==> config.mk <==
export PLATFORM = sky130hd
export DESIGN_NAME = tai_top
export DESIGN_NICKNAME = d
export VERILOG_FILES = /design/src/inc/tai_pkg.sv /design/src/design/tai_src_sel.sv /design/src/design/tai_pulse_out.sv /design/src/design/tai_top.sv
export VERILOG_INCLUDE_DIRS = /design/src /design/src/inc
export SDC_FILE = /design/constraint.sdc
export NUM_CORES = 1
export LEC_CHECK = 0
export BUFFER_PORTS_ARGS = -buffer_cell sky130_fd_sc_hd__buf_2
export CAP_MARGIN = 15
export CORE_ASPECT_RATIO = 2
export CORE_MARGIN = 10
export CORE_UTILIZATION = 40
export DETAILED_ROUTE_END_ITERATION = 10
export SLEW_MARGIN = 30
export SYNTH_ARGS = -nofsm -noshare
export SYNTH_HDL_FRONTEND = slang
export SYNTH_SLANG_ARGS = --single-unit
==> constraint.sdc <==
create_clock -name pclk -period 3.8 [get_ports pclk]
set_input_delay 1.14 -clock pclk [delete_from_list [all_inputs] [get_ports pclk]]
set_output_delay 1.14 -clock pclk [all_outputs]
set_load 0.02 [all_outputs]
==> src/inc/tai_params.svh <==
// constants for the interval timer channel: offsets, fields, resets
`ifndef TAI_PARAMS_SVH
`define TAI_PARAMS_SVH

// ==========================================================
// register byte offsets on the apb bus
`define TAI_OFF_CTRL      8'h00
`define TAI_OFF_MODE      8'h04
`define TAI_OFF_RELOAD    8'h08
`define TAI_OFF_COUNT     8'h0C
`define TAI_OFF_SRCSEL0   8'h10
`define TAI_OFF_SRCSEL1   8'h14
`define TAI_OFF_SRCSEL2   8'h18
`define TAI_OFF_INT_STAT  8'h1C
`define TAI_OFF_INT_MASK  8'h20

// ==========================================================
// field positions
`define TAI_CTRL_START_BIT   0
`define TAI_CTRL_PCLKSEL_BIT 1
`define TAI_INT_UF_BIT       0

// ==========================================================
// reset values
`define TAI_RST_CTRL      2'h0
`define TAI_RST_MODE      8'h00
`define TAI_RST_RELOAD    16'hFFFF
`define TAI_RST_SRCSEL    8'h00
`define TAI_RST_INT       1'h0

// ==========================================================
// channel served by this instance and prescaler ratios
`define TAI_CHANNEL       3'h0
`define TAI_SUB_DIV_MAX   5'h1F
`define TAI_DIV8_MASK     6'h07
`define TAI_DIV32_MASK    6'h1F
`define TAI_DIV64_MASK    6'h3F

`endif

==> src/inc/tai_pkg.sv <==
// types shared by the interval timer channel modules
package tai_pkg;

  // ==========================================================
  // gate choices; code 2'h1 is not defined and behaves as none
  typedef enum logic [1:0] {
    TAI_GATE_NONE = 2'h0,
    TAI_GATE_RSVD = 2'h1,
    TAI_GATE_LOW  = 2'h2,
    TAI_GATE_HIGH = 2'h3
  } tai_gate_e;

  // ==========================================================
  // channel mode register layout, msb first
  typedef struct packed {
    logic      legacy_clk_sel_hi;
    logic      legacy_clk_sel_lo;
    logic      pol_invert;
    tai_gate_e gate;
    logic      pulse_en;
    logic [1:0] rsvd;
  } tai_mode_s;

  // ==========================================================
  // one nibble of a source select register
  typedef struct packed {
    logic       src_option;
    logic [2:0] src_code;
  } tai_srcsel_s;

endpackage

==> src/design/tai_src_sel.sv <==
// count source prescaler and selector for one timer channel
`include "tai_params.svh"

module tai_src_sel
  import tai_pkg::*;
(
  input  wire logic        pclk,
  input  wire logic        presetn,
  input  wire logic        peripheral_clk_div_sel,
  input  wire tai_srcsel_s srcsel,
  input  wire logic [1:0]  legacy_sel,
  input  wire logic        osc_tick,
  input  wire logic        subclk_tick,
  output logic             count_tick
);

  logic [5:0] pre_reg;
  logic [5:0] pre_next;
  logic [4:0] sub_reg;
  logic [4:0] sub_next;
  logic       div1;
  logic       div2;
  logic       div8;
  logic       div32;
  logic       div64;
  logic       subclock_div32;
  logic       base;

  // ==========================================================
  // free prescaler, sub-clock divider by 32
  always_comb begin
    pre_next = pre_reg + 6'h01;
    sub_next = subclk_tick ? sub_reg + 5'h01 : sub_reg;
  end

  always_ff @(posedge pclk or negedge presetn) begin
    if (!presetn) begin
      pre_reg <= 6'h00;
      sub_reg <= 5'h00;
    end else begin
      pre_reg <= pre_next;
      sub_reg <= sub_next;
    end
  end

  // ==========================================================
  // divided ticks are one pclk wide enables
  assign div1  = 1'b1;
  assign div2  = pre_reg[0];
  assign div8  = (pre_reg & `TAI_DIV8_MASK) == `TAI_DIV8_MASK;
  assign div32 = (pre_reg & `TAI_DIV32_MASK) == `TAI_DIV32_MASK;
  assign div64 = pre_reg == `TAI_DIV64_MASK;
  assign subclock_div32 = subclk_tick && (sub_reg == `TAI_SUB_DIV_MAX);
  assign base  = peripheral_clk_div_sel ? div1 : div2;

  // ==========================================================
  // source choice: legacy bits or the three-bit code
  always_comb begin
    count_tick = 1'b0;
    if (!srcsel.src_option) begin
      unique case (legacy_sel)
        2'h0: count_tick = base;
        2'h1: count_tick = div8;
        2'h2: count_tick = div32;
        2'h3: count_tick = subclock_div32;
      endcase
    end else begin
      unique case (srcsel.src_code)
        3'h0: count_tick = base;
        3'h1: count_tick = div8;
        3'h2: count_tick = div32;
        3'h3: count_tick = div64;
        3'h5: count_tick = osc_tick;
        3'h6: count_tick = subclock_div32;
        default: count_tick = 1'b0; // reserved codes never count
      endcase
    end
  end
endmodule // tai_src_sel

==> src/design/tai_pulse_out.sv <==
// pulse output stage: toggles on underflow, polarity selectable
module tai_pulse_out (
  input  wire logic pclk,
  input  wire logic presetn,
  input  wire logic pulse_en,
  input  wire logic pol_invert,
  input  wire logic underflow,
  output logic      pulse_out
);

  logic tog_reg;
  logic tog_next;
  logic out_next;

  // ==========================================================
  // toggle restarts from idle when disabled so the first edge is active
  always_comb begin
    tog_next = pulse_en ? (tog_reg ^ underflow) : 1'b0;
    out_next = pulse_en ? (tog_next ^ pol_invert) : 1'b0;
  end

  always_ff @(posedge pclk or negedge presetn) begin
    if (!presetn) begin
      tog_reg   <= 1'b0;
      pulse_out <= 1'b0;
    end else begin
      tog_reg   <= tog_next;
      pulse_out <= out_next;
    end
  end
endmodule // tai_pulse_out

==> src/design/tai_top.sv <==
// interval mode timer channel with apb registers and interrupt
`include "tai_params.svh"

module tai_top
  import tai_pkg::*;
(
  input  wire logic        pclk,
  input  wire logic        presetn,
  input  wire logic        psel,
  input  wire logic        penable,
  input  wire logic        pwrite,
  input  wire logic [7:0]  paddr,
  input  wire logic [31:0] pwdata,
  output logic [31:0]      prdata,
  output logic             pready,
  output logic             pslverr,
  input  wire logic        gate_input_pin,
  input  wire logic        osc_tick,
  input  wire logic        subclk_tick,
  output logic             pulse_out,
  output logic             irq
);

  // ==========================================================
  // register state
  logic        start_reg;
  logic        start_next;
  logic        pclksel_reg;
  logic        pclksel_next;
  tai_mode_s   mode_reg;
  tai_mode_s   mode_next;
  logic [15:0] reload_reg;
  logic [15:0] reload_next;
  logic [7:0]  src0_reg;
  logic [7:0]  src0_next;
  logic [7:0]  src1_reg;
  logic [7:0]  src1_next;
  logic [3:0]  src2_reg;
  logic [3:0]  src2_next;
  logic        stat_reg;
  logic        stat_next;
  logic        mask_reg;
  logic        mask_next;
  logic [15:0] count_reg;
  logic [15:0] count_next;
  logic [31:0] prdata_next;
  logic        pready_next;
  logic        pslverr_next;
  logic        irq_next;

  logic        commit;
  logic        wr;
  logic        mapped;
  logic        reload_wr;
  logic        tick;
  logic        gate_ok;
  logic        underflow;
  tai_srcsel_s chan_src;

  // ==========================================================
  // nibble of the source select registers that this channel uses
  function automatic tai_srcsel_s pick_src(
    input logic [2:0] ch,
    input logic [7:0] s0,
    input logic [7:0] s1,
    input logic [3:0] s2
  );
    tai_srcsel_s r;
    r = tai_srcsel_s'(4'h0);
    unique case (ch)
      3'h0: r = tai_srcsel_s'(s0[3:0]);
      3'h1: r = tai_srcsel_s'(s0[7:4]);
      3'h2: r = tai_srcsel_s'(s1[3:0]);
      3'h3: r = tai_srcsel_s'(s1[7:4]);
      3'h4: r = tai_srcsel_s'(s2);
      default: r = tai_srcsel_s'(4'h0);
    endcase
    return r;
  endfunction

  // address decode, shared by the read and write paths
  function automatic logic is_mapped(input logic [7:0] a);
    return a == `TAI_OFF_CTRL || a == `TAI_OFF_MODE ||
           a == `TAI_OFF_RELOAD || a == `TAI_OFF_COUNT ||
           a == `TAI_OFF_SRCSEL0 || a == `TAI_OFF_SRCSEL1 ||
           a == `TAI_OFF_SRCSEL2 || a == `TAI_OFF_INT_STAT ||
           a == `TAI_OFF_INT_MASK;
  endfunction

  assign chan_src = pick_src(`TAI_CHANNEL, src0_reg, src1_reg, src2_reg);

  // ==========================================================
  // count source and pulse output stages
  tai_src_sel u_src_sel (
    .pclk                   (pclk),
    .presetn                (presetn),
    .peripheral_clk_div_sel (pclksel_reg),
    .srcsel                 (chan_src),
    .legacy_sel             ({mode_reg.legacy_clk_sel_hi,
                              mode_reg.legacy_clk_sel_lo}),
    .osc_tick               (osc_tick),
    .subclk_tick            (subclk_tick),
    .count_tick             (tick)
  );

  tai_pulse_out u_pulse_out (
    .pclk       (pclk),
    .presetn    (presetn),
    .pulse_en   (mode_reg.pulse_en),
    .pol_invert (mode_reg.pol_invert),
    .underflow  (underflow),
    .pulse_out  (pulse_out)
  );

  // ==========================================================
  // apb handshake: one wait state keeps every output registered
  assign commit    = psel && penable && pready;
  assign wr        = commit && pwrite;
  assign mapped    = is_mapped(paddr);
  assign reload_wr = wr && paddr == `TAI_OFF_RELOAD;

  always_comb begin
    pready_next  = psel && penable && !pready;
    pslverr_next = pready_next && !mapped;
    prdata_next  = 32'h0000_0000;
    if (pready_next && !pwrite) begin
      unique case (paddr)
        `TAI_OFF_CTRL:     prdata_next = {30'h0, pclksel_reg, start_reg};
        `TAI_OFF_MODE:     prdata_next = {24'h0, mode_reg};
        `TAI_OFF_RELOAD:   prdata_next = {16'h0, reload_reg};
        `TAI_OFF_COUNT:    prdata_next = {16'h0, count_reg};
        `TAI_OFF_SRCSEL0:  prdata_next = {24'h0, src0_reg};
        `TAI_OFF_SRCSEL1:  prdata_next = {24'h0, src1_reg};
        `TAI_OFF_SRCSEL2:  prdata_next = {28'h0, src2_reg};
        `TAI_OFF_INT_STAT: prdata_next = {31'h0, stat_reg};
        `TAI_OFF_INT_MASK: prdata_next = {31'h0, mask_reg};
        default:           prdata_next = 32'h0000_0000; // unmapped
      endcase
    end
  end

  always_ff @(posedge pclk or negedge presetn) begin
    if (!presetn) begin
      pready  <= 1'b0;
      pslverr <= 1'b0;
      prdata  <= 32'h0000_0000;
    end else begin
      pready  <= pready_next;
      pslverr <= pslverr_next;
      prdata  <= prdata_next;
    end
  end

  // ==========================================================
  // software writable configuration
  always_comb begin
    start_next   = start_reg;
    pclksel_next = pclksel_reg;
    mode_next    = mode_reg;
    reload_next  = reload_reg;
    src0_next    = src0_reg;
    src1_next    = src1_reg;
    src2_next    = src2_reg;
    mask_next    = mask_reg;
    if (wr) begin
      unique case (paddr)
        `TAI_OFF_CTRL: begin
          start_next   = pwdata[`TAI_CTRL_START_BIT];
          pclksel_next = pwdata[`TAI_CTRL_PCLKSEL_BIT];
        end
        `TAI_OFF_MODE:     mode_next   = tai_mode_s'(pwdata[7:0]);
        `TAI_OFF_RELOAD:   reload_next = pwdata[15:0];
        `TAI_OFF_SRCSEL0:  src0_next   = pwdata[7:0];
        `TAI_OFF_SRCSEL1:  src1_next   = pwdata[7:0];
        `TAI_OFF_SRCSEL2:  src2_next   = pwdata[3:0];
        `TAI_OFF_INT_MASK: mask_next   = pwdata[`TAI_INT_UF_BIT];
        default: ;
      endcase
    end
  end

  always_ff @(posedge pclk or negedge presetn) begin
    if (!presetn) begin
      start_reg   <= 1'b0;
      pclksel_reg <= 1'b0;
      mode_reg    <= tai_mode_s'(`TAI_RST_MODE);
      reload_reg  <= `TAI_RST_RELOAD;
      src0_reg    <= `TAI_RST_SRCSEL;
      src1_reg    <= `TAI_RST_SRCSEL;
      src2_reg    <= 4'h0;
      mask_reg    <= `TAI_RST_INT;
    end else begin
      start_reg   <= start_next;
      pclksel_reg <= pclksel_next;
      mode_reg    <= mode_next;
      reload_reg  <= reload_next;
      src0_reg    <= src0_next;
      src1_reg    <= src1_next;
      src2_reg    <= src2_next;
      mask_reg    <= mask_next;
    end
  end

  // ==========================================================
  // gate qualification; the undefined code counts ungated
  always_comb begin
    unique case (mode_reg.gate)
      TAI_GATE_LOW:  gate_ok = !gate_input_pin;
      TAI_GATE_HIGH: gate_ok = gate_input_pin;
      default:       gate_ok = 1'b1;
    endcase
  end

  // ==========================================================
  // down counter; a reload write while stopped also presets it
  assign underflow = start_reg && tick && gate_ok &&
                     count_reg == 16'h0000;

  always_comb begin
    count_next = count_reg; // held when stopped
    if (reload_wr && !start_reg) begin
      count_next = pwdata[15:0];
    end else if (underflow) begin
      count_next = reload_reg;
    end else if (start_reg && tick && gate_ok) begin
      count_next = count_reg - 16'h0001;
    end
  end

  always_ff @(posedge pclk or negedge presetn) begin
    if (!presetn) begin
      count_reg <= `TAI_RST_RELOAD;
    end else begin
      count_reg <= count_next;
    end
  end

  // ==========================================================
  // sticky request bit: an underflow in the clearing cycle wins
  always_comb begin
    stat_next = stat_reg;
    if (wr && paddr == `TAI_OFF_INT_STAT && pwdata[`TAI_INT_UF_BIT]) begin
      stat_next = 1'b0;
    end
    if (underflow) begin
      stat_next = 1'b1;
    end
    irq_next = stat_next && mask_next;
  end

  always_ff @(posedge pclk or negedge presetn) begin
    if (!presetn) begin
      stat_reg <= `TAI_RST_INT;
      irq      <= 1'b0;
    end else begin
      stat_reg <= stat_next;
      irq      <= irq_next;
    end
  end
endmodule // tai_top

==> flow_metrics.env <==
export IMPL_hpwl_um=9954
export IMPL_synth_warnings=0
export IMPL_cts_made_buffers=9
export IMPL_grt_pass1_wl_um=21170
export IMPL_coreArea_um2=12200
export IMPL_startpoint_type="primary input"
export IMPL_synthAdderAreaFrac_pct=1.495
export IMPL_drtAntennaViolNets=0
export IMPL_p_total_uw=2143
export IMPL_die_h_um=178.4
export IMPL_finalSetupViolCount=0
export IMPL_drcViolationCount=0
export IMPL_r2r_end="count_reg[14]"
export IMPL_avgSynthCellArea_um2=11.57
export IMPL_async_flop_share_pct=100.0
export IMPL_cts_setup_buffers=0
export IMPL_grt_remaining_overflow=0
export IMPL_htreeDepth=3
export IMPL_crit_chain="buf_2 > or4_4 > or3_4 > nor2_2 > a222oi_1 > a21oi_1"
export IMPL_cpMaxStageDelayCell="or4_4"
export IMPL_synth_seq_cells=96
export IMPL_clk_latency_ns=0.35
export IMPL_placed_cells=626
export IMPL_track_usage_pct=15.21
export IMPL_post_route_min_period_ns=2.939
export IMPL_wl_per_cell_um=20.30
export IMPL_cts_sinks=96
export IMPL_io_pin_count=84
export IMPL_grt_antenna_before_repair=1
export IMPL_fin_setup_tns_ns=0
export IMPL_cts_resized_gates=0
export IMPL_synth_compound_area_share_pct=12.29
export IMPL_powerDensity_nw_per_um2=376.1
export IMPL_grt_max_degree=50
export IMPL_num_rows=57
export IMPL_p_leak_uw=0.002593
export IMPL_hp_class="flop to flop"
export IMPL_clk_pin_slew_ns=0.07
export IMPL_slew_violations=0
export IMPL_holdBufCountCts=0
export IMPL_synth_edff_count=0
export IMPL_syn_to_final_growth_pct=13.46
export IMPL_drtPass1Iterations=5
export IMPL_synthXorXnorAreaFrac_pct=2.093
export IMPL_finalNonFillerCells=642
export IMPL_seqCellArea_um2=2442
export IMPL_worstPathArrival_ns=3.19
export IMPL_synthMuxAreaShare_pct=14.63
export IMPL_timing_hold_violations_final=0
export IMPL_cts_root_buf="clkbuf_16"
export IMPL_synth_seq_area_share_pct=48.64
export IMPL_num_fill_cells=1158
export IMPL_multi_input_area_um2=2355
export IMPL_worst_slew_pin_slew_ns=0.9090
export IMPL_mostFrequentLayoutCells="dfrtp_1 (64), buf_2 (50), nand2_1 (34)"
export IMPL_fin_crit_sh_pct=77.35
export IMPL_fin_skew_ns=0.009294
export IMPL_synth_ff_type="dfrtp_1"
export IMPL_netlist_area_um2=5021
export IMPL_synthSimpleGateAreaFrac_pct=15.10
export IMPL_drt_total_wl_um=13030
export IMPL_dieArea_um2=17710
export IMPL_cts_buffer_depth=2
export IMPL_crit_path_max_incr_delay_ns=0.58
export IMPL_grt_pass1_vias=4004
export IMPL_cts_tree="yes"
export IMPL_regToRegStartpoint="u_src_sel.sub_reg[0]"
export IMPL_achievable_frequency_ghz=0.3402
export IMPL_cp_data_required_time_ns=4.05
export IMPL_critical_path_max_fanout=11
export IMPL_maxCapViolCount=0
export IMPL_diodes=0
export IMPL_fin_nets=544
export IMPL_outcome="completed"
export IMPL_final_common_cell="dfrtp_1"
export IMPL_syn_inst=434
export IMPL_io_buffers=51
export IMPL_critPathCaptureType="flop"
export IMPL_fp_dieW_um=99.23
export IMPL_irDropWorstVdd_mv=0.2335
export IMPL_drive_above_1_share_pct=37.37
export IMPL_place_congestion=0.8212
export IMPL_synth_top_family_by_area="simple AND/OR/NAND/NOR gates"
export IMPL_path_class="primary input to flop"
export IMPL_yosysUniqueCellTypes=70
export IMPL_min_path_cells=1
export IMPL_drt_iter0_markers=193
export IMPL_regToRegSetupSlack_ns=0.96
export IMPL_rsz0062_at_grt="no"
export IMPL_start_util_pct=41.17
export IMPL_worstHoldStart="u_src_sel.sub_reg[3]"
export IMPL_hold_end="u_src_sel.sub_reg[3]"
export IMPL_maxSlewHeadroom_pct=39.40
export IMPL_rr_worst_depth=8
export IMPL_num_vias=3633
export IMPL_viasPerCell=5.659
-- synth_stat cells, drive strengths merged, types with 8 or more instances --
cell,instances,area share [%]
a21oi,12,1.2
a22oi,17,2.5
buf,26,4.0
clkbuf,8,0.60
dfrtp,64,32
dfstp,32,17
inv,15,1.1
mux2,51,13
nand2,37,3.0
nand3,10,1.0
nor2,28,2.3
nor3,8,1.2
o221ai,9,1.6
xnor2,9,1.6
-- critical path, delay by kind of cell --
family	cells	cell delay, ns
buf+inv	1	0.09
compound gates	2	0.45
simple gates	3	1.49
-- area by class of cell --
| type | instances | share of cell area [%] |
|---|---|---|
| Inverter | 15 | 0.9884 |
| Multi-Input combinational cell | 304 | 41.34 |
| Tap cell | 147 | 3.229 |
| Timing Repair Buffer | 64 | 6.457 |
| Clock buffer | 12 | 4.503 |
| Sequential cell | 96 | 42.87 |
| Clock inverter | 4 | 0.6150 |
-- through the flow --
step                util [%]  hold slack (ns)  worst slack (ns)  cell area [um^2]
floorplan                  -           0.4381            0.8122              5077
global placement       44.28           0.4530            0.5641              5400
detailed placement     44.28           0.4717            0.5477              5400
CTS                    46.67           0.4836            0.9113              5692
global route           46.71           0.4944            0.7804              5697
finish                 46.71           0.4755            0.8609              5697
-- how the worst max path moves through the flow --
stage / from / end / slack (ns) / depth (start not counted)
final: paddr[1] / prdata[3] / 0.86 / 6
after global routing: u_src_sel.sub_reg[0] / count_reg[14] / 0.78 / 8
after CTS: paddr[1] / prdata[0] / 0.91 / 6
after detailed placement: paddr[1] / prdata[0] / 0.55 / 6
after global placement: paddr[1] / prdata[0] / 0.56 / 6
after floorplan: paddr[1] / src1_reg[0] / 0.81 / 6
-- where the power goes --
group          leakage [uW]  total, uW  switching (uW)  internal, uW
Sequential          0.00120       1100            31.3          1060
Clock              0.000144        888             401           487
Combinational       0.00125        159            94.4          64.5
-- routing by layer --
| metal | GRT usage (%) | up-vias | share of wire (%) |
|---|---|---|---|
| met2 | 29.03 | 115 | 57 |
| met3 | 3.448 | 28 | 5.1 |
| met4 | 7.863 | 0 | 3.1 |
| li1 | - | 1683 | - |
| met5 | 0 | - | 0 |
| met1 | 14.50 | 1807 | 34 |
-- logic make-up after synthesis --
logic type | Yosys count
xor+xnor | 12
other cells | 1
compound gates | 80
flops | 96
simple gates | 131
fa+ha+maj | 6
mux | 59
buf+inv | 49
(Power assumes the default switching activity.)
